### src/dtc_pkg.sv
// Constants and types shared by the dual timer/counter block
package dtc_pkg;
  // Register indices as printed; byte address is four times the index
  localparam logic [7:0]  CTRL_IDX     = 8'h88;
  localparam logic [7:0]  MODE_IDX     = 8'h89;
  localparam logic [7:0]  TL0_IDX      = 8'h8a;
  localparam logic [7:0]  TL1_IDX      = 8'h8b;
  localparam logic [7:0]  TH0_IDX      = 8'h8c;
  localparam logic [7:0]  TH1_IDX      = 8'h8d;
  localparam logic [7:0]  BSET_IDX     = 8'h90;
  localparam logic [7:0]  BCLR_IDX     = 8'h91;
  localparam logic [7:0]  ISTAT_IDX    = 8'h92;
  localparam logic [7:0]  IMASK_IDX    = 8'h93;
  localparam int          ADDR_W       = 12;

  // Decoded register selector
  localparam logic [3:0]  SEL_CTRL     = 4'h0;
  localparam logic [3:0]  SEL_MODE     = 4'h1;
  localparam logic [3:0]  SEL_TL0      = 4'h2;
  localparam logic [3:0]  SEL_TL1      = 4'h3;
  localparam logic [3:0]  SEL_TH0      = 4'h4;
  localparam logic [3:0]  SEL_TH1      = 4'h5;
  localparam logic [3:0]  SEL_BSET     = 4'h6;
  localparam logic [3:0]  SEL_BCLR     = 4'h7;
  localparam logic [3:0]  SEL_ISTAT    = 4'h8;
  localparam logic [3:0]  SEL_IMASK    = 4'h9;
  localparam logic [3:0]  SEL_NONE     = 4'hf;

  // Control register bit positions
  localparam int          T1_OVF_BIT   = 7;
  localparam int          T1_RUN_BIT   = 6;
  localparam int          T0_OVF_BIT   = 5;
  localparam int          T0_RUN_BIT   = 4;
  localparam int          X1_REQ_BIT   = 3;
  localparam int          X1_TYPE_BIT  = 2;
  localparam int          X0_REQ_BIT   = 1;
  localparam int          X0_TYPE_BIT  = 0;

  // Mode register bit positions
  localparam int          T1_GATE_BIT  = 7;
  localparam int          T1_SRC_BIT   = 6;
  localparam int          T1_MODE_HI   = 5;
  localparam int          T1_MODE_LO   = 4;
  localparam int          T0_GATE_BIT  = 3;
  localparam int          T0_SRC_BIT   = 2;
  localparam int          T0_MODE_HI   = 1;
  localparam int          T0_MODE_LO   = 0;

  // Reset values
  localparam logic [7:0]  CTRL_RST     = 8'h00;
  localparam logic [7:0]  MODE_RST     = 8'h00;
  localparam logic [7:0]  CNT_RST      = 8'h00;
  localparam logic [3:0]  IRQ_RST      = 4'h0;

  // AXI responses
  localparam logic [1:0]  RESP_OKAY    = 2'b00;
  localparam logic [1:0]  RESP_SLVERR  = 2'b10;

  typedef enum logic [1:0] {
    MODE_PRESCALE = 2'b00,
    MODE_FULL     = 2'b01,
    MODE_RELOAD   = 2'b10,
    MODE_SPLIT    = 2'b11
  } dtc_mode_t;
endpackage : dtc_pkg

### src/dtc_top.sv
// Dual 16-bit timer/counter with external request flags and AXI4-Lite slave
// Map: byte address is four times the index
//   0x220 control, 0x224 mode
//   0x228, 0x22c low bytes, timers 0, 1
//   0x230, 0x234 high bytes, timers 0, 1
//   0x240 set bits, 0x244 clear bits
//   0x248 status, write one to clear
//   0x24c mask, same layout
//
// Timing
//   Pin fall seen three cycles later
//   Write answered two cycles on
//   Read answered one cycle on
//   irq rises with status, same edge
//   Count or write: write wins
//
// Reset
//   Readies rise one cycle after release
//   Sync flops reset to one
//
// Interrupts
//   Controller acks clear overflow and edge request flags
//   Status and mask drive irq
//   Event wins over a clear
//
// Limitations
//   Only byte lane 0 is used
//   Strobe 0 low: write ignored, OKAY
//   Unmapped: SLVERR, no effect
//   Split mode takes timer one's flag
//   One write and one read at a time
//
// Chosen here: register access over AXI4-Lite.
module dtc_top
  import dtc_pkg::*;
(
  input  wire logic              clk,           // Core clock, 10 MHz
  input  wire logic              rstn,          // Asynchronous reset, active low
  input  wire logic [ADDR_W-1:0] s_axi_awaddr,  // Write address
  input  wire logic              s_axi_awvalid, // Write address valid
  output logic                   s_axi_awready, // Write address ready
  input  wire logic [31:0]       s_axi_wdata,   // Write data
  input  wire logic [3:0]        s_axi_wstrb,   // Write byte strobes
  input  wire logic              s_axi_wvalid,  // Write data valid
  output logic                   s_axi_wready,  // Write data ready
  output logic [1:0]             s_axi_bresp,   // Write response
  output logic                   s_axi_bvalid,  // Write response valid
  input  wire logic              s_axi_bready,  // Write response ready
  input  wire logic [ADDR_W-1:0] s_axi_araddr,  // Read address
  input  wire logic              s_axi_arvalid, // Read address valid
  output logic                   s_axi_arready, // Read address ready
  output logic [31:0]            s_axi_rdata,   // Read data
  output logic [1:0]             s_axi_rresp,   // Read response
  output logic                   s_axi_rvalid,  // Read data valid
  input  wire logic              s_axi_rready,  // Read data ready
  input  wire logic              countInZeroPin, // Timer zero count input
  input  wire logic              countInOnePin,  // Timer one count input
  input  wire logic              extintZeroPin,  // External request zero, low active
  input  wire logic              extintOnePin,   // External request one, low active
  input  wire logic              ackTimerZero,   // Service of timer zero begins
  input  wire logic              ackTimerOne,    // Service of timer one begins
  input  wire logic              ackExtintZero,  // Service of request zero begins
  input  wire logic              ackExtintOne,   // Service of request one begins
  output logic                   timerZeroOverflowFlag, // Flag to interrupt controller
  output logic                   timerOneOverflowFlag,  // Flag to interrupt controller
  output logic                   extintZeroRequestFlag, // Flag to interrupt controller
  output logic                   extintOneRequestFlag,  // Flag to interrupt controller
  output logic                   irq            // Level interrupt, unmasked status
);

  // Address decode shared by read and write paths
  // Misaligned or far addresses: none
  function automatic logic [3:0] decodeSel(input logic [ADDR_W-1:0] a);
    logic [3:0] s;
    s = SEL_NONE;
    if (a[1:0] == 2'b00 && a[ADDR_W-1:10] == '0) begin
      case (a[9:2])
        CTRL_IDX:  s = SEL_CTRL;
        MODE_IDX:  s = SEL_MODE;
        TL0_IDX:   s = SEL_TL0;
        TL1_IDX:   s = SEL_TL1;
        TH0_IDX:   s = SEL_TH0;
        TH1_IDX:   s = SEL_TH1;
        BSET_IDX:  s = SEL_BSET;
        BCLR_IDX:  s = SEL_BCLR;
        ISTAT_IDX: s = SEL_ISTAT;
        IMASK_IDX: s = SEL_IMASK;
        default:   s = SEL_NONE;
      endcase
    end
    return s;
  endfunction : decodeSel

  // One counting step: {overflow, high, low}
  // Mode 00 keeps low bits 7:5
  // Mode 01 counts all sixteen bits
  // Mode 10 reloads low from high
  // Split: low byte only
  function automatic logic [16:0] stepCnt(input logic [1:0] m, input logic [7:0] hi,
                                          input logic [7:0] lo, input logic inc);
    logic [5:0]  p;
    logic [8:0]  h;
    logic [8:0]  l;
    logic [16:0] r;
    p = {1'b0, lo[4:0]} + 6'h01;
    h = {1'b0, hi} + {8'h00, p[5]};
    l = {1'b0, lo} + 9'h001;
    r = {1'b0, hi, lo};
    if (inc) begin
      case (m)
        MODE_PRESCALE: r = {h[8], h[7:0], lo[7:5], p[4:0]};
        MODE_FULL:     r = {1'b0, hi, lo} + 17'h00001;
        MODE_RELOAD:   r = {l[8], hi, (l[8] ? hi : l[7:0])};
        default:       r = {l[8], hi, l[7:0]};
      endcase
    end
    return r;
  endfunction : stepCnt

  logic [7:0]        ctrl_q, mode_q, tl0_q, tl1_q, th0_q, th1_q;
  logic [3:0]        istat_q, imask_q;
  logic [3:0]        syncA_q, syncB_q, syncC_q;
  logic [ADDR_W-1:0] awAddr_q;
  logic [7:0]        wData_q;
  logic              wLane_q, awHave_q, wHave_q;
  logic              awready_q, wready_q, bvalid_q, arready_q, rvalid_q, irq_q;
  logic [1:0]        bresp_q, rresp_q;
  logic [31:0]       rdata_q;

  // Pin synchronisers; third stage only for edge detection
  // Reset to idle ones: no false fall
  // Levels read the second stage
  wire  [3:0] pinsRaw  = {extintOnePin, extintZeroPin, countInOnePin, countInZeroPin};
  wire  [3:0] pinFall  = syncC_q & ~syncB_q;
  wire        cnt0Fall = pinFall[0];
  wire        cnt1Fall = pinFall[1];
  wire        x0Fall   = pinFall[2];
  wire        x1Fall   = pinFall[3];
  wire        x0High   = syncB_q[2];
  wire        x1High   = syncB_q[3];

  // Timer enables
  // Gate and run are levels
  // Pin counts come from the edges
  // Timer one held in mode 11
  wire [1:0]  mode0  = mode_q[T0_MODE_HI:T0_MODE_LO];
  wire [1:0]  mode1  = mode_q[T1_MODE_HI:T1_MODE_LO];
  wire        run0   = ctrl_q[T0_RUN_BIT] & (~mode_q[T0_GATE_BIT] | x0High);
  wire        run1   = ctrl_q[T1_RUN_BIT] & (~mode_q[T1_GATE_BIT] | x1High);
  wire        inc0   = run0 & (mode_q[T0_SRC_BIT] ? cnt0Fall : 1'b1);
  wire        inc1   = run1 & (mode_q[T1_SRC_BIT] ? cnt1Fall : 1'b1)
                       & (mode1 != MODE_SPLIT);
  wire        split0 = (mode0 == MODE_SPLIT);
  // Split high byte is a timer only, run by timer one's run bit
  // Ignores timer one's gate and source
  wire        incTh0 = split0 & ctrl_q[T1_RUN_BIT];

  wire [16:0] step0  = stepCnt(mode0, th0_q, tl0_q, inc0);
  wire [16:0] step1  = stepCnt(mode1, th1_q, tl1_q, inc1);
  wire [8:0]  th0Sum = {1'b0, th0_q} + {8'h00, incTh0};
  wire        ovf0   = step0[16];
  // Timer one flag taken over by split high byte while timer zero splits
  wire        ovf1   = split0 ? th0Sum[8] : step1[16];

  // Bus handshake terms
  // A write applies with both halves held
  // and no response pending
  // Read select decodes the live address
  wire        awFire = s_axi_awvalid & awready_q;
  wire        wFire  = s_axi_wvalid & wready_q;
  wire        arFire = s_axi_arvalid & arready_q;
  wire        doWr   = awHave_q & wHave_q & ~bvalid_q;
  wire [3:0]  wSel   = decodeSel(awAddr_q);
  wire [3:0]  rSel   = decodeSel(s_axi_araddr);
  wire        wrOk   = doWr & wLane_q;
  wire        wrCtrl = wrOk & (wSel == SEL_CTRL);
  wire        wrMode = wrOk & (wSel == SEL_MODE);
  wire        wrTl0  = wrOk & (wSel == SEL_TL0);
  wire        wrTl1  = wrOk & (wSel == SEL_TL1);
  wire        wrTh0  = wrOk & (wSel == SEL_TH0);
  wire        wrTh1  = wrOk & (wSel == SEL_TH1);
  wire        wrSet  = wrOk & (wSel == SEL_BSET);
  wire        wrClr  = wrOk & (wSel == SEL_BCLR);
  wire        wrStat = wrOk & (wSel == SEL_ISTAT);
  wire        wrMask = wrOk & (wSel == SEL_IMASK);

  // Software view of control: byte write, or bit set / bit clear
  // Set and clear words avoid a
  // read-modify-write race
  wire [7:0]  ctrlSw = wrCtrl ? wData_q :
                       wrSet  ? (ctrl_q | wData_q) :
                       wrClr  ? (ctrl_q & ~wData_q) : ctrl_q;

  // Request triggers by type bit
  // Level type triggers while low
  wire        x0Trig = ctrl_q[X0_TYPE_BIT] ? x0Fall : ~x0High;
  wire        x1Trig = ctrl_q[X1_TYPE_BIT] ? x1Fall : ~x1High;

  // Hardware set beats service clear and software clear in the same cycle
  // An event is never lost to a clear
  // Level requests follow the pin;
  // writes to them do not last
  wire        tf1D   = ovf1 | (ctrlSw[T1_OVF_BIT] & ~ackTimerOne);
  wire        tf0D   = ovf0 | (ctrlSw[T0_OVF_BIT] & ~ackTimerZero);
  wire        ie1D   = ctrl_q[X1_TYPE_BIT] ?
                       (x1Fall | (ctrlSw[X1_REQ_BIT] & ~ackExtintOne)) : ~x1High;
  wire        ie0D   = ctrl_q[X0_TYPE_BIT] ?
                       (x0Fall | (ctrlSw[X0_REQ_BIT] & ~ackExtintZero)) : ~x0High;
  wire [7:0]  ctrl_d = {tf1D, ctrlSw[T1_RUN_BIT], tf0D, ctrlSw[T0_RUN_BIT],
                        ie1D, ctrlSw[X1_TYPE_BIT], ie0D, ctrlSw[X0_TYPE_BIT]};

  // Counter bytes; a software write wins over a count in the same cycle
  // That count is lost
  wire [7:0]  tl0_d  = wrTl0 ? wData_q : step0[7:0];
  wire [7:0]  th0_d  = wrTh0 ? wData_q : (split0 ? th0Sum[7:0] : step0[15:8]);
  wire [7:0]  tl1_d  = wrTl1 ? wData_q : step1[7:0];
  wire [7:0]  th1_d  = wrTh1 ? wData_q : step1[15:8];

  // Sticky events; a new event wins over a write-one clear
  // Bits: t0 ovf, t1 ovf, req0, req1
  // Registered irq is glitch free
  wire [3:0]  evt     = {x1Trig, x0Trig, ovf1, ovf0};
  wire [3:0]  istat_d = evt | (istat_q & ~(wrStat ? wData_q[3:0] : 4'h0));
  wire        irq_d   = |(istat_d & imask_q);

  // Read data selection
  // Set and clear words read control
  // Unmapped reads give zero
  wire [7:0]  rByte = (rSel == SEL_CTRL || rSel == SEL_BSET || rSel == SEL_BCLR) ? ctrl_q :
                      (rSel == SEL_MODE)  ? mode_q :
                      (rSel == SEL_TL0)   ? tl0_q :
                      (rSel == SEL_TL1)   ? tl1_q :
                      (rSel == SEL_TH0)   ? th0_q :
                      (rSel == SEL_TH1)   ? th1_q :
                      (rSel == SEL_ISTAT) ? {4'h0, istat_q} :
                      (rSel == SEL_IMASK) ? {4'h0, imask_q} : 8'h00;

  // Synchroniser chain
  // Two stages settle, third finds edges
  always_ff @(posedge clk or negedge rstn) begin
    if (!rstn) begin
      syncA_q <= 4'hf;
      syncB_q <= 4'hf;
      syncC_q <= 4'hf;
    end else begin
      syncA_q <= pinsRaw;
      syncB_q <= syncA_q;
      syncC_q <= syncB_q;
    end
  end

  // Timer and interrupt registers
  // Counters reset to zero
  always_ff @(posedge clk or negedge rstn) begin
    if (!rstn) begin
      ctrl_q  <= CTRL_RST;
      mode_q  <= MODE_RST;
      tl0_q   <= CNT_RST;
      th0_q   <= CNT_RST;
      tl1_q   <= CNT_RST;
      th1_q   <= CNT_RST;
      istat_q <= IRQ_RST;
      imask_q <= IRQ_RST;
      irq_q   <= 1'b0;
    end else begin
      ctrl_q  <= ctrl_d;
      mode_q  <= wrMode ? wData_q : mode_q;
      tl0_q   <= tl0_d;
      th0_q   <= th0_d;
      tl1_q   <= tl1_d;
      th1_q   <= th1_d;
      istat_q <= istat_d;
      imask_q <= wrMask ? wData_q[3:0] : imask_q;
      irq_q   <= irq_d;
    end
  end

  // Write channel: address and data taken in either order
  // Halves held until the write applies
  // Response stands until bready
  always_ff @(posedge clk or negedge rstn) begin
    if (!rstn) begin
      awAddr_q  <= '0;
      wData_q   <= 8'h00;
      wLane_q   <= 1'b0;
      awHave_q  <= 1'b0;
      wHave_q   <= 1'b0;
      awready_q <= 1'b0;
      wready_q  <= 1'b0;
      bvalid_q  <= 1'b0;
      bresp_q   <= RESP_OKAY;
    end else begin
      if (awFire) begin
        awAddr_q <= s_axi_awaddr;
      end
      if (wFire) begin
        wData_q <= s_axi_wdata[7:0];
        wLane_q <= s_axi_wstrb[0];
      end
      awHave_q  <= (awHave_q | awFire) & ~doWr;
      wHave_q   <= (wHave_q | wFire) & ~doWr;
      // Ready drops once an item is held, so one write at a time
      // Readies return after the response
      awready_q <= ~(awHave_q | awFire) & ~bvalid_q & ~doWr;
      wready_q  <= ~(wHave_q | wFire) & ~bvalid_q & ~doWr;
      if (doWr) begin
        bvalid_q <= 1'b1;
        bresp_q  <= (wSel == SEL_NONE) ? RESP_SLVERR : RESP_OKAY;
      end else if (s_axi_bready) begin
        bvalid_q <= 1'b0;
      end
    end
  end

  // Read channel: one read under way, answer one cycle after acceptance
  // Data captured at acceptance
  // stand until rready
  always_ff @(posedge clk or negedge rstn) begin
    if (!rstn) begin
      arready_q <= 1'b0;
      rvalid_q  <= 1'b0;
      rdata_q   <= 32'h00000000;
      rresp_q   <= RESP_OKAY;
    end else begin
      if (arFire) begin
        rvalid_q <= 1'b1;
        rdata_q  <= {24'h000000, rByte};
        rresp_q  <= (rSel == SEL_NONE) ? RESP_SLVERR : RESP_OKAY;
      end else if (s_axi_rready) begin
        rvalid_q <= 1'b0;
      end
      arready_q <= ~arFire & ~(rvalid_q & ~s_axi_rready);
    end
  end

  // Outputs straight from flip-flops
  // Flags are control bits: one copy
  // for software and controller
  assign s_axi_awready         = awready_q;
  assign s_axi_wready          = wready_q;
  assign s_axi_bvalid          = bvalid_q;
  assign s_axi_bresp           = bresp_q;
  assign s_axi_arready         = arready_q;
  assign s_axi_rvalid          = rvalid_q;
  assign s_axi_rdata           = rdata_q;
  assign s_axi_rresp           = rresp_q;
  assign timerZeroOverflowFlag = ctrl_q[T0_OVF_BIT];
  assign timerOneOverflowFlag  = ctrl_q[T1_OVF_BIT];
  assign extintZeroRequestFlag = ctrl_q[X0_REQ_BIT];
  assign extintOneRequestFlag  = ctrl_q[X1_REQ_BIT];
  assign irq                   = irq_q;

endmodule : dtc_top

### config.mk
export PLATFORM = sky130hd
export DESIGN_NAME = dtc_top
export DESIGN_NICKNAME = d
export VERILOG_FILES = /design/src/dtc_pkg.sv /design/src/dtc_top.sv
export SDC_FILE = /design/constraint.sdc
export NUM_CORES = 1
export LEC_CHECK = 0
export ABC_CLOCK_PERIOD_IN_PS = 7600
export BUFFER_PORTS_ARGS = -buffer_cell sky130_fd_sc_hd__buf_2
export CAP_MARGIN = 20
export CORE_ASPECT_RATIO = 0.9
export CORE_UTILIZATION = 45
export CTS_CLUSTER_SIZE = 20
export DETAILED_ROUTE_END_ITERATION = 10
export PLACE_DENSITY = 0.73
export SLEW_MARGIN = 15
export SYNTH_ARGS = -nofsm -noshare
export SYNTH_HDL_FRONTEND = slang
export SYNTH_SLANG_ARGS = --single-unit
### constraint.sdc
create_clock -name clk -period 7.6 [get_ports clk]
set_input_delay 1.14 -clock clk [delete_from_list [all_inputs] [get_ports clk]]
set_output_delay 1.14 -clock clk [all_outputs]
set_load 0.05 [all_outputs]
Yosys cells after proc, flatten, opt, wreduce, memory -nomap -nowiden
Index checks and enable logic that the tools add are counted.
{ "totals": {"register_bits": 109, "inputBits": 75, "output_inout_bits": 46, "wordCells": 219} }
{ "classes": {"addsub": 9, "n_eq_ne": 50, "mux": 40, "bitwise": 66, "reduce_logical": 26} }
{ "op_table": {"columns": ["operator", "n"], "rows": [
  ["equality test 8 bit, second input constant", 20],
  ["2-to-1 mux 8 bit", 16],
  ["one-hot mux 17 bit (3 select lines)", 2],
  ["one-hot mux 4 bit (10 select lines)", 2],
  ["adder 16 x 1 -> 17 bit, second input constant", 2],
  ["AND 1 bit", 34],
  ["2-to-1 mux 17 bit", 2],
  ["equality test 4 x 3 -> 1 bit, second input constant", 8],
  ["adder 8 x 1 -> 9 bit", 3],
  ["equality test 4 bit, second input constant", 6],
  ["2-to-1 mux 4 bit", 5],
  ["adder 8 x 1 -> 9 bit, second input constant", 2],
  ["equality test 4 x 2 -> 1 bit, second input constant", 4],
  ["NOT 1 bit", 15],
  ["adder 5 x 1 -> 6 bit, second input constant", 2],
  ["AND 4 bit", 3],
  ["zero test 2 bit", 6],
  ["2-to-1 mux 1 bit", 11],
  ["nonzero test 2 bit", 5],
  ["nonzero test 3 bit", 3],
  ["AND 8 bit", 1],
  ["equality test 4 x 1 -> 1 bit, second input constant", 2],
  ["zero test 4 bit", 2],
  ["inequality test 2 bit, second input constant", 4],
  ["other kinds (15)", 31]
]} }

Logic depth before layout (Yosys ltp)
Gate-level depths: netlist (run 1).
{ "logic_depth": {"word_depth": 12, "depth_mapped": 12, "ltp_nobuf": 11} }

Least setup slack after synthesis (run 1)
Ideal clock, no wire load.
{ "synth_path": {"path_type": "in2reg", "start": "input s_axi_araddr[1]", "end": "register rdata_q[4] (netlist: s_axi_rdata[4])", "setup_time_ps": 127, "arrival_ps": 2770, "t_required_ps": 7473, "setup_slack_ps": 4703, "stages": 6, "path_buffers": 0, "path_cell_list": "nor4_1 -> nand2_1 -> or2_2 -> or3_1 -> o21ai_0 -> a21oi_1"} }
{ "synth_between": {"elab_chain_cells": 10, "word_cells_on_any_way": 19, "classes_between": "eq/ne (7); mux (7); reduce/logical (5)"} }
{ "synth_lines": {"columns": ["item", "line", "source"], "rows": [
  ["start, declared", "dtc_top.sv:49", "input wire logic [ADDR_W-1:0] s_axi_araddr,"],
  ["zero test 2 bit (*)", "dtc_top.sv:76", "if (a[1:0] == 2'b00 && a[ADDR_W-1:10] == '0) begin"],
  ["logical AND 1 bit (*)", "dtc_top.sv:76", null],
  ["2-to-1 mux 4 bit (*)", "dtc_top.sv:76", null],
  ["equality test 4 x 3 -> 1 bit", "dtc_top.sv:234", "(rSel == SEL_TH1) ? th1_q :"],
  ["2-to-1 mux 8 bit", "dtc_top.sv:234", null],
  ["2-to-1 mux 8 bit", "dtc_top.sv:233", "(rSel == SEL_TH0) ? th0_q :"],
  ["2-to-1 mux 8 bit", "dtc_top.sv:232", "(rSel == SEL_TL1) ? tl1_q :"],
  ["2-to-1 mux 8 bit", "dtc_top.sv:231", "(rSel == SEL_TL0) ? tl0_q :"],
  ["2-to-1 mux 8 bit", "dtc_top.sv:230", "(rSel == SEL_MODE) ? mode_q :"],
  ["2-to-1 mux 8 bit (*)", "dtc_top.sv:229", "wire [7:0] rByte = (rSel == SEL_CTRL || rSel == SEL_BSET || rSel == SEL_BCLR) ? ctrl_q :"],
  ["end signal, assigned", "dtc_top.sv:327", "rdata_q <= {24'h000000, rByte};"],
  ["end, declared", "dtc_top.sv:128", "logic [31:0] rdata_q;"]
]} }
Every way passes the cells marked *; elsewhere a longest branch is shown, timed or not.
A chain may end at the register's enable or synchronous reset.

Worst setup path in the final report (run 1)
{ "layout_path": {"start": "register awAddr_q[1]", "end": "register tl0_q[1]"} }
{ "layout_between": {"elab_chain_cells": 6, "word_cells_on_any_way": 7, "classes_between": "eq/ne (1); mux (2); bitwise (1); reduce/logical (3)"} }
{ "layout_lines": {"columns": ["item", "line", "source"], "rows": [
  ["start, declared", "dtc_top.sv:123", "logic [ADDR_W-1:0] awAddr_q;"],
  ["start signal, assigned", "dtc_top.sv:294", "awAddr_q <= s_axi_awaddr;"],
  ["zero test 2 bit (*)", "dtc_top.sv:76", null],
  ["logical AND 1 bit (*)", "dtc_top.sv:76", null],
  ["2-to-1 mux 4 bit (*)", "dtc_top.sv:76", null],
  ["equality test 4 x 2 -> 1 bit (*)", "dtc_top.sv:178", "wire wrTl0 = wrOk & (wSel == SEL_TL0);"],
  ["AND 1 bit (*)", "dtc_top.sv:178", null],
  ["2-to-1 mux 8 bit or nonzero test 2 bit (tied branches)", null, null],
  ["end signal, assigned", "dtc_top.sv:268", "tl0_q <= tl0_d;"],
  ["end, declared", "dtc_top.sv:120", "logic [7:0] ctrl_q, mode_q, tl0_q, tl1_q, th0_q, th1_q;"]
]} }
Marks and branches as above.

==> results.json, run 1 <==
{
  "hold_buffers": 0,
  "grt_max_degree": 67,
  "min_path_type": "register to register",
  "path_cells": "or4_4, or2_4, or4_4, a2111oi_4, mux2_2",
  "slew_headroom": 0.331,
  "synth_top_family_by_area": "compound AO/OA/AOI/OAI gates",
  "synthSimpleGateAreaFrac": 0.198,
  "tns_ps": 0,
  "cts_tree": "yes",
  "ctsResizeCount": 0,
  "layout.nets": 845,
  "netlist_area_mm2": 0.00655,
  "grt_pass1_wl_mm": 27.5,
  "first_pass_iters": 6,
  "hpwlAfterDp_mm": 12.6,
  "grt_pass1_vias": 5001,
  "cap_violations": 0,
  "synthMuxAreaShare": 0.0923,
  "total_power_mw": 1.65,
  "slew_violations": 0,
  "final_hold_viol_count": 0,
  "worst_setup_path_start_kind": "register",
  "synthCells": 720,
  "slowest_delay_ps": 860,
  "yosysTopAreaCell": "dfrtp_1",
  "worst_path_most_repeated_cell": "or4_4",
  "cts_sinks": 107,
  "vias": 5756,
  "crit_path_top_delay_cell": "a2111oi_4",
  "design_area_mm2": 0.00719,
  "synth_top_cell_area_share": 0.363,
  "power_leakage_nw": 3.07,
  "crit_buf_inv": 0,
  "synth_edf_count": 0,
  "drtIter0Drc": 711,
  "ys_top_cells_by_count": "dfrtp_1, nand2_1, a21oi_1",
  "synth_area_leaders": "dfrtp_1, mux2_2, dfstp_2",
  "max_freq_mhz": 318,
  "async_flop_share": 1.00,
  "ys_ff_latch": 107,
  "antenna_found_initial": 0,
  "avgViaCountPerCell": 6.00,
  "syn_to_final_growth_pct": 9.74,
  "clkSlewWorstSetupHoldPaths_ps": 70,
  "synthDistinctLibCells": 72,
  "worstSetupEndpointType": "register",
  "place_area_mm2": 0.00690,
  "final_antenna_net_count": 0,
  "grt_overflow": 0,
  "drc": 0,
  "rsz0062_at_grt": "no",
  "min_period_ps": 3140,
  "irDropWorstVdd_mv": 0.253,
  "holdWs_ps": 357,
  "critPathKind": "register to register",
  "cts_buffers": 9,
  "crit_family": "simple AND/OR/NAND/NOR gates",
  "synthFlopType": "dfrtp_1",
  "synth-xor-area-share": 0.0160,
  "port_buffers": 67,
  "status": "finished clean",
  "crit_fanout": 12,
  "final-setup-viol-count": 0,
  "yosysSeqAreaShare": 0.411,
  "dieHeight_um": 116,
  "die_area_mm2": 0.0150,
  "synth_warnings": 0,
  "wl_per_cell_um": 18.3,
  "grt_usage": 0.243,
  "synth_compound_area_frac": 0.199,
  "start_util": 0.464,
  "io_pins": 121,
  "powerDensity_mw_per_mm2": 230,
  "cp_data_arrival_time_ps": 3380,
  "synth_fa_ha_area_frac": 0.0153,
  "die_x_um": 129,
  "synth_area_per_cell_um2": 9.10,
  "required_ps": 7830,
  "synth.most_common_cell": "dfrtp_1",
  "fp.coreArea_mm2": 0.0141,
  "wirelength_mm": 17.5,
  "gp_congestion": 0.982,
  "cts_setup_buffers": 0,
  "clockBufferDepth": 2,
  "antenna_cells": 0,
  "skew_ps": 14.1,
  "cts_root_buffer": "clkbuf_16",
  "rows": 41,
  "clk_latency_ps": 360,
  "drive_above_1_share": 0.199,
  "tightest_slew_ps": 1000,
  "htree_levels": 3,
  "min_period_over_period": 0.414
}
## path summary, 6_finish.rpt
check / startpoint / endpoint / slack (ps) / cells after the start
max: awAddr_q[1] / tl0_q[1] / 4460 / 5
min: syncA_q[0] / syncB_q[0] / 360 / 0
max reg2reg: awAddr_q[1] / tl0_q[1] / 4460 / 5
min reg2reg: syncA_q[0] / syncB_q[0] / 360 / 0
max in group asynchronous: rstn / th0_q[7] / 5600 / 2
min in group asynchronous: rstn / tl1_q[4] / 760 / 1
## placed cells by master, fill, tap and decap left out, types with 13 or more instances in the layout
cell / Yosys / routed
dfrtp_1: 95 / 95
nand2_1: 77 / 77
buf_2: 2 / 66
a21oi_1: 45 / 45
o21ai_0: 44 / 44
mux2_2: 42 / 42
nor2_1: 40 / 40
nand3_1: 26 / 26
conb_1: 1 / 26
inv_1: 21 / 21
nor3_1: 20 / 20
nand4_1: 14 / 14
o211ai_1: 13 / 13
## logic make-up (layout without fill, tap and decap cells)
family | count (synthesis) | after routing
simple gates | 252 | 252
buf+inv | 89 | 111
xor+xnor | 12 | 12
flops | 107 | 107
mux | 55 | 55
fa+ha+maj | 8 | 8
other cells | 1 | 26
compound gates | 196 | 196
## final cells by class
| class | instances | area [um^2] |
|---|---|---|
| fill | 1321 | 6920 |
| timing repair buffer | 74 | 385 |
| multi-input combinational | 549 | 3510 |
| sequential | 107 | 2690 |
| clock inverter | 4 | 33.8 |
| clock buffer | 12 | 246 |
| tap | 193 | 241 |
| inverter | 21 | 78.8 |
## per-stage QoR
stage | worst slack [ps] | instances | util
2_1_floorplan | 4700 | 745 | -
3_5_place_dp | 4240 | 942 | 0.489
6_report | 4460 | 960 | 0.509
5_1_grt | 4380 | 960 | 0.509
3_3_place_gp | 4280 | 942 | 0.489
4_1_cts | 4460 | 958 | 0.509
## where the power goes
group	switching, mW	internal, mW	leakage [nW]
clock network	0.215	0.235	0.134
logic	0.220	0.140	1.57
registers	0.175	0.665	1.36
total	0.611	1.04	3.07
## per-layer routing
layer / global-route usage / part of all wire / vias up
li1: - / - / 2703
met1: 0.357 / 0.46 / 2706
met2: 0.350 / 0.42 / 318
met3: 0.0614 / 0.10 / 29
met4: 0.0761 / 0.021 / 0
met5: 0 / 0 / -
## state kept, by name, indices dropped and copies added (netlist names), 4 cells and up
| register | flops |
|---|---|
| tl0_q | 8 |
| syncA_q | 4 |
| imask_q | 4 |
| ctrl_q | 8 |
| tl1_q | 8 |
| awAddr_q | 12 |
| wData_q | 8 |
| th1_q | 8 |
| istat_q | 4 |
| syncC_q | 4 |
| th0_q | 8 |
| syncB_q | 4 |
| mode_q | 8 |
| s_axi_rdata | 8 |
Power figures use the tool's default switching activity.
==> inputs of run 2 (changes only) <==
- ABC_AREA: unset -> 1
- ABC_CLOCK_PERIOD_IN_PS: 7600 -> 2600
- PLACE_DENSITY: 0.73 -> 0.75
- clock period: 7.6 -> 2.6 ns (I/O delays scaled with it)
==> run 2 against run 1 <==
Die area grew 7.0%. Critical path depth grew 11. Highest routed layer unchanged. Power grew to 2.8 times the previous value.
==> results.json, run 2 <==
{
  "fp.coreArea_mm2": 0.0150,
  "synth_area_leaders": "dfrtp_1, nand2_1, o21ai_0",
  "r2r-start": "tl0_q[2]",
  "synth.most_common_cell": "nand2_1",
  "rows": 42,
  "ys_top_cells_by_count": "nand2_1, inv_1, dfrtp_1",
  "netlist_area_mm2": 0.00701,
  "synthCells": 980,
  "grt_pass1_wl_mm": 31.7,
  "avgViaCountPerCell": 5.42,
  "synth_top_cell_area_share": 0.339,
  "clock_power_share": 0.322,
  "netSwitchingPower_mw": 1.61,
  "switching_share": 0.352,
  "gp_congestion": 0.955,
  "synthFlopType": "dfrtp_1",
  "vias": 6834,
  "grt_pass1_vias": 6358,
  "min_to": "syncA_q[0]",
  "wirelength_mm": 19.7,
  "layout.nets": 1141,
  "skew_ps": 9.23,
  "slew_violations": 0,
  "cts_sinks": 107,
  "first_pass_iters": 6,
  "synth_area_per_cell_um2": 7.16,
  "min_period_over_period": 0.923,
  "die_x_um": 134,
  "clk_latency_ps": 360,
  "syn_to_final_growth_pct": 12.6,
  "comb_power_share": 0.223,
  "io_pins": 121,
  "port_buffers": 67,
  "critPathKind": "register to register",
  "cts_tree": "yes",
  "largest_reg_flops": 12,
  "ys_ff_latch": 107,
  "r2r_cells": 16,
  "total_power_mw": 4.57,
  "slew_headroom": 0.634,
  "worst_setup_path_start_kind": "register",
  "synth_warnings": 0,
  "pwr-share-seq": 0.456,
  "min_period_ps": 2400,
  "stdcell_count": 1261,
  "final-setup-viol-count": 0,
  "top_register": "awAddr_q",
  "worstSetupEndpointType": "register",
  "final_common_cell": "nand2_1",
  "powerDensity_mw_per_mm2": 579,
  "final_hold_viol_count": 0,
  "synthDistinctLibCells": 47,
  "worstHoldStart": "countInZeroPin",
  "timing.rr.end": "irq",
  "hpwlAfterDp_mm": 14.9,
  "ff2ff_setup_slack_ps": 200,
  "p_int_mw": 2.96,
  "yosysSeqAreaShare": 0.384,
  "antenna_found_initial": 0,
  "required_ps": 2900,
  "max_freq_mhz": 417,
  "irDropWorstVdd_mv": 0.580,
  "drtIter0Drc": 502,
  "dieHeight_um": 120,
  "cts_root_buffer": "clkbuf_16",
  "grt_overflow": 0,
  "grt_max_degree": 79,
  "layout_common_cells": "nand2_1, inv_1, dfrtp_1, o21ai_0, nor2_1",
  "fill_cells": 1468,
  "drc": 0,
  "cap_violations": 0,
  "synth_edf_count": 0,
  "power_leakage_nw": 3.77,
  "clockBufferDepth": 2,
  "cts_buffers": 9,
  "min_path_cells": 1,
  "tightest_slew_ps": 544,
  "clkSlewWorstSetupHoldPaths_ps": 70,
  "crit_fanout": 5,
  "wl_per_cell_um": 15.6,
  "min_path_type": "input pin to register",
  "dp.cells": 1243,
  "final_antenna_net_count": 0,
  "die_area_mm2": 0.0161,
  "start_util": 0.468,
  "status": "finished clean",
  "cp_data_arrival_time_ps": 2690,
  "antenna_cells": 0,
  "yosysTopAreaCell": "dfrtp_1",
  "drive_above_1_share": 0.165,
  "htree_levels": 3,
  "async_flop_share": 1.00,
  "grt_usage": 0.254
}
-- run 2: cell count changes after synthesis, sizes merged, moves of 17 or more --
| cell | delta |
|---|---|
| nand3 | +37 |
| o21ai | +65 |
| mux2 | -43 |
| o221ai | +17 |
| inv | +103 |
| nand2 | +199 |
| clkbuf | -21 |
| nor2 | +55 |
-- run 2: stage by stage --
stage | TNS [ps] | instance area [um^2] | worst slack (ps) | util | hold slack, ps
2_1_floorplan | 0 | 7110 | 653 | - | 94.4
3_3_place_gp | 0 | 7560 | 273 | 0.505 | 339
3_5_place_dp | 0 | 7560 | 218 | 0.505 | 341
4_1_cts | 0 | 7890 | 206 | 0.526 | 120
5_1_grt | -38.4 | 7900 | -38.4 | 0.527 | 122
6_report | 0 | 7900 | 201 | 0.527 | 129
-- run 2: worst max-delay path by stage --
stage	startpoint	endpoint	slack, ps
after floorplan	tl0_q[2]	irq	650
after global placement	tl0_q[2]	irq	270
after detailed placement	tl0_q[2]	irq	220
after CTS	tl0_q[2]	irq	210
after global routing	tl0_q[2]	irq	-40
final	tl0_q[2]	irq	200
-- run 2: timing repair --
| item | 4_1_cts | 5_1_grt |
|---|---|---|
| setup endpoints to repair | 0 | 3 |
| hold buffers | 1 | 0 |
| buffers inserted | 0 | 1 |
| resized for setup | 0 | 2 |
| hold endpoints to repair | 27 | 0 |
-- run 2: logic make-up (layout without fill, tap and decap cells) --
kind of cell	after synthesis	after routing	share of synthesized area
XOR/XNOR	21	21	0.0262
AND/OR/NAND/NOR	476	476	0.303
other	1	26	0.000535
buffers and inverters	170	228	0.106
AO/OA/AOI/OAI	197	197	0.166
adder cells (fa/ha/maj)	8	8	0.0143
flip-flops	107	107	0.384
-- run 2: power by group through the flow --
stage                     Sequential (mW)  Clock [mW]  Combinational [mW]
after floorplan                      2.19           0               0.591
after global placement               2.10           0               0.999
after detailed placement             2.11           0                1.02
after CTS                            2.08        1.50                1.03
after global routing                 2.11        1.56                1.12
final                                2.09        1.47                1.02
-- run 2: cell type report --
type                            count  area (um^2)  share of cell area
Clock inverter                      7         91.3              0.0116
Sequential cell                   107         2690               0.341
Clock buffer                        9          225              0.0285
Timing Repair Buffer               84          480              0.0608
Tap cell                          198          248              0.0314
Inverter                          128          482              0.0610
Multi-Input combinational cell    728         3680               0.466
-- run 2: layer usage --
layer  track usage  vias to the layer above  routed length, um
met1         0.346                     3148               8750
met3        0.0507                       41               1850
met5             0                        -                  0
met2         0.399                      303               8610
met4        0.0952                        0                494
li1              -                     3342                  -
-- run 2: critical path: stages (launching register included) --
cell	delay, ps
dfrtp_1	430
nand3_1	190
nor3_4	240
ha_1	240
ha_1	180
inv_1	60
nor2_1	210
inv_1	90
o32ai_1	120
nand2_1	110
nand2_1	70
nand2_1	70
nand2_1	110
nand2_1	50
nand2_1	60
inv_1	40
nand2_1	50
==> inputs of run 3 (changes only) <==
==> constraint.sdc (replaced) <==
create_clock -name clk -period 2.6 [get_ports clk]
set_input_delay 0.26 -clock clk [delete_from_list [all_inputs] [get_ports clk]]
set_output_delay 0.26 -clock clk [all_outputs]
set_load 0.05 [all_outputs]
==> run 3 against run 2 <==
Die area did not move. Hold slack got worse by 59 ps. Sequential share of layout area fell by 0.16 points. Setup slack improved by 24 ps. Highest routed layer unchanged. Core utilization rose by 0.25 points. Critical endpoint unchanged. Largest cell class unchanged.
==> results.json, run 3 (synthesis gave the netlist of run 2 again) <==
{
  "die_x_um": 134,
  "worst_setup_path_start_kind": "register",
  "cp_data_arrival_time_ps": 2680,
  "final-setup-viol-count": 0,
  "grt_pass1_vias": 6340,
  "min_path_type": "input pin to register",
  "slowest_delay_ps": 430,
  "largest_reg_flops": 12,
  "die_area_mm2": 0.0161,
  "crit_fanout": 5,
  "layout.nets": 1142,
  "worst_path_most_repeated_cell": "nand2_1",
  "rsz0062_at_grt": "no",
  "worstSetupEndpointType": "register",
  "top_register": "awAddr_q",
  "antenna_cells": 0,
  "wl_per_cell_um": 15.7,
  "holdWs_ps": 69.5,
  "io_pins": 121,
  "cts_buffers": 9,
  "start_util": 0.468,
  "p_int_mw": 2.99,
  "place_area_mm2": 0.00754,
  "required_ps": 2900,
  "design_area_mm2": 0.00794,
  "netSwitchingPower_mw": 1.65,
  "slew_violations": 0,
  "cts_setup_buffers": 0,
  "clockBufferDepth": 2,
  "status": "finished clean",
  "clock_power_share": 0.329,
  "slew_headroom": 0.558,
  "dieHeight_um": 120,
  "wirelength_mm": 19.9,
  "layout_common_cells": "nand2_1, inv_1, dfrtp_1, o21ai_0, nor2_1",
  "final_hold_viol_count": 0,
  "port_buffers": 67,
  "grt_max_degree": 50,
  "power_leakage_nw": 3.78,
  "tightest_slew_ps": 657,
  "comb_power_share": 0.222,
  "cts_root_buffer": "clkbuf_16",
  "stdcell_count": 1262,
  "antenna_found_initial": 0,
  "drtIter0Drc": 594,
  "powerDensity_mw_per_mm2": 585,
  "rows": 42,
  "gp_congestion": 0.947,
  "finalCoreUtilization": 0.530,
  "final_common_cell": "nand2_1",
  "switching_share": 0.356,
  "grt_overflow": 0,
  "avgViaCountPerCell": 5.42,
  "final_antenna_net_count": 0,
  "cap_violations": 0,
  "total_power_mw": 4.64,
  "crit_path_top_delay_cell": "dfrtp_1",
  "tns_ps": 0,
  "grt_usage": 0.259,
  "clkSlewWorstSetupHoldPaths_ps": 80,
  "place_ws_ps": 228,
  "max_freq_mhz": 421,
  "first_pass_iters": 5,
  "fin_ws_ps": 225,
  "fp.coreArea_mm2": 0.0150,
  "fill_cells": 1459,
  "irDropWorstVdd_mv": 0.636,
  "crit_family": "simple AND/OR/NAND/NOR gates",
  "drive_above_1_share": 0.163,
  "cts_sinks": 107,
  "hpwlAfterDp_mm": 15.0,
  "min_period_ps": 2380,
  "syn_to_final_growth_pct": 13.1,
  "grt_pass1_wl_mm": 32.1,
  "path_cells": "nand3_1, nor3_4, ha_1, ha_1, inv_1, nor2_1, inv_1, o32ai_1, nand2_1, nand2_1, nand2_1, nand2_1, nand2_1, nand2_1, inv_1, nand2_1",
  "critPathKind": "register to register",
  "crit_buf_inv": 3,
  "htree_levels": 3,
  "pwr-share-seq": 0.448,
  "clk_latency_ps": 360,
  "drc": 0,
  "dp.cells": 1241,
  "min_period_over_period": 0.913,
  "vias": 6837,
  "cts_tree": "yes",
  "skew_ps": 8.58
}
[run 3: changes by cell type in the layout (fill, tap and decap cells not counted), sizes merged]
cell,change
buf,-3
dlygate4sd3,+4
clkinvlp,-1
clkinv,-1
inv,+2
[run 3: final timing paths]
kind	start	end	slack, ps	cells past startpoint
worst max register to register	tl0_q[2]	irq	220	16
worst max-delay path	tl0_q[2]	irq	220	16
min in group asynchronous	rstn	th1_q[0]	460	2
max in group asynchronous	rstn	syncB_q[0]	1410	3
worst min register to register	syncA_q[2]	syncB_q[2]	360	0
worst min-delay path	s_axi_bready	s_axi_bvalid	70	2
[run 3: power by group through the flow]
stage / clock (mW) / sequential, mW / combinational, mW
5_1_grt: 1.62 / 2.11 / 1.14
4_1_cts: 1.57 / 2.08 / 1.03
6_report: 1.53 / 2.08 / 1.03
3_3_place_gp: 0 / 2.11 / 0.998
2_1_floorplan: 0 / 2.19 / 0.591
3_5_place_dp: 0 / 2.11 / 1.02
[run 3: what timing repair did]
| action | in CTS | in global routing |
|---|---|---|
| resized for setup | 0 | 2 |
| hold buffers | 5 | 0 |
| hold endpoints to repair | 46 | 0 |
| endpoints found under the setup margin | 0 | 2 |
[run 3: final cells by class]
cell class,instances,area (um^2),share of cell area
multi-input combinational,728,3680,0.464
sequential,107,2690,0.339
timing repair buffer,85,498,0.0627
inverter,128,482,0.0607
tap,198,248,0.0312
clock buffer,9,225,0.0284
clock inverter,7,109,0.0137
[run 3: per-layer routing]
metal | up-vias | part of all wire | GRT usage
met2 | 313 | 0.43 | 0.388
met5 | - | 0 | 0
met1 | 3116 | 0.45 | 0.359
li1 | 3345 | - | -
met4 | 0 | 0.039 | 0.117
met3 | 63 | 0.079 | 0.0558
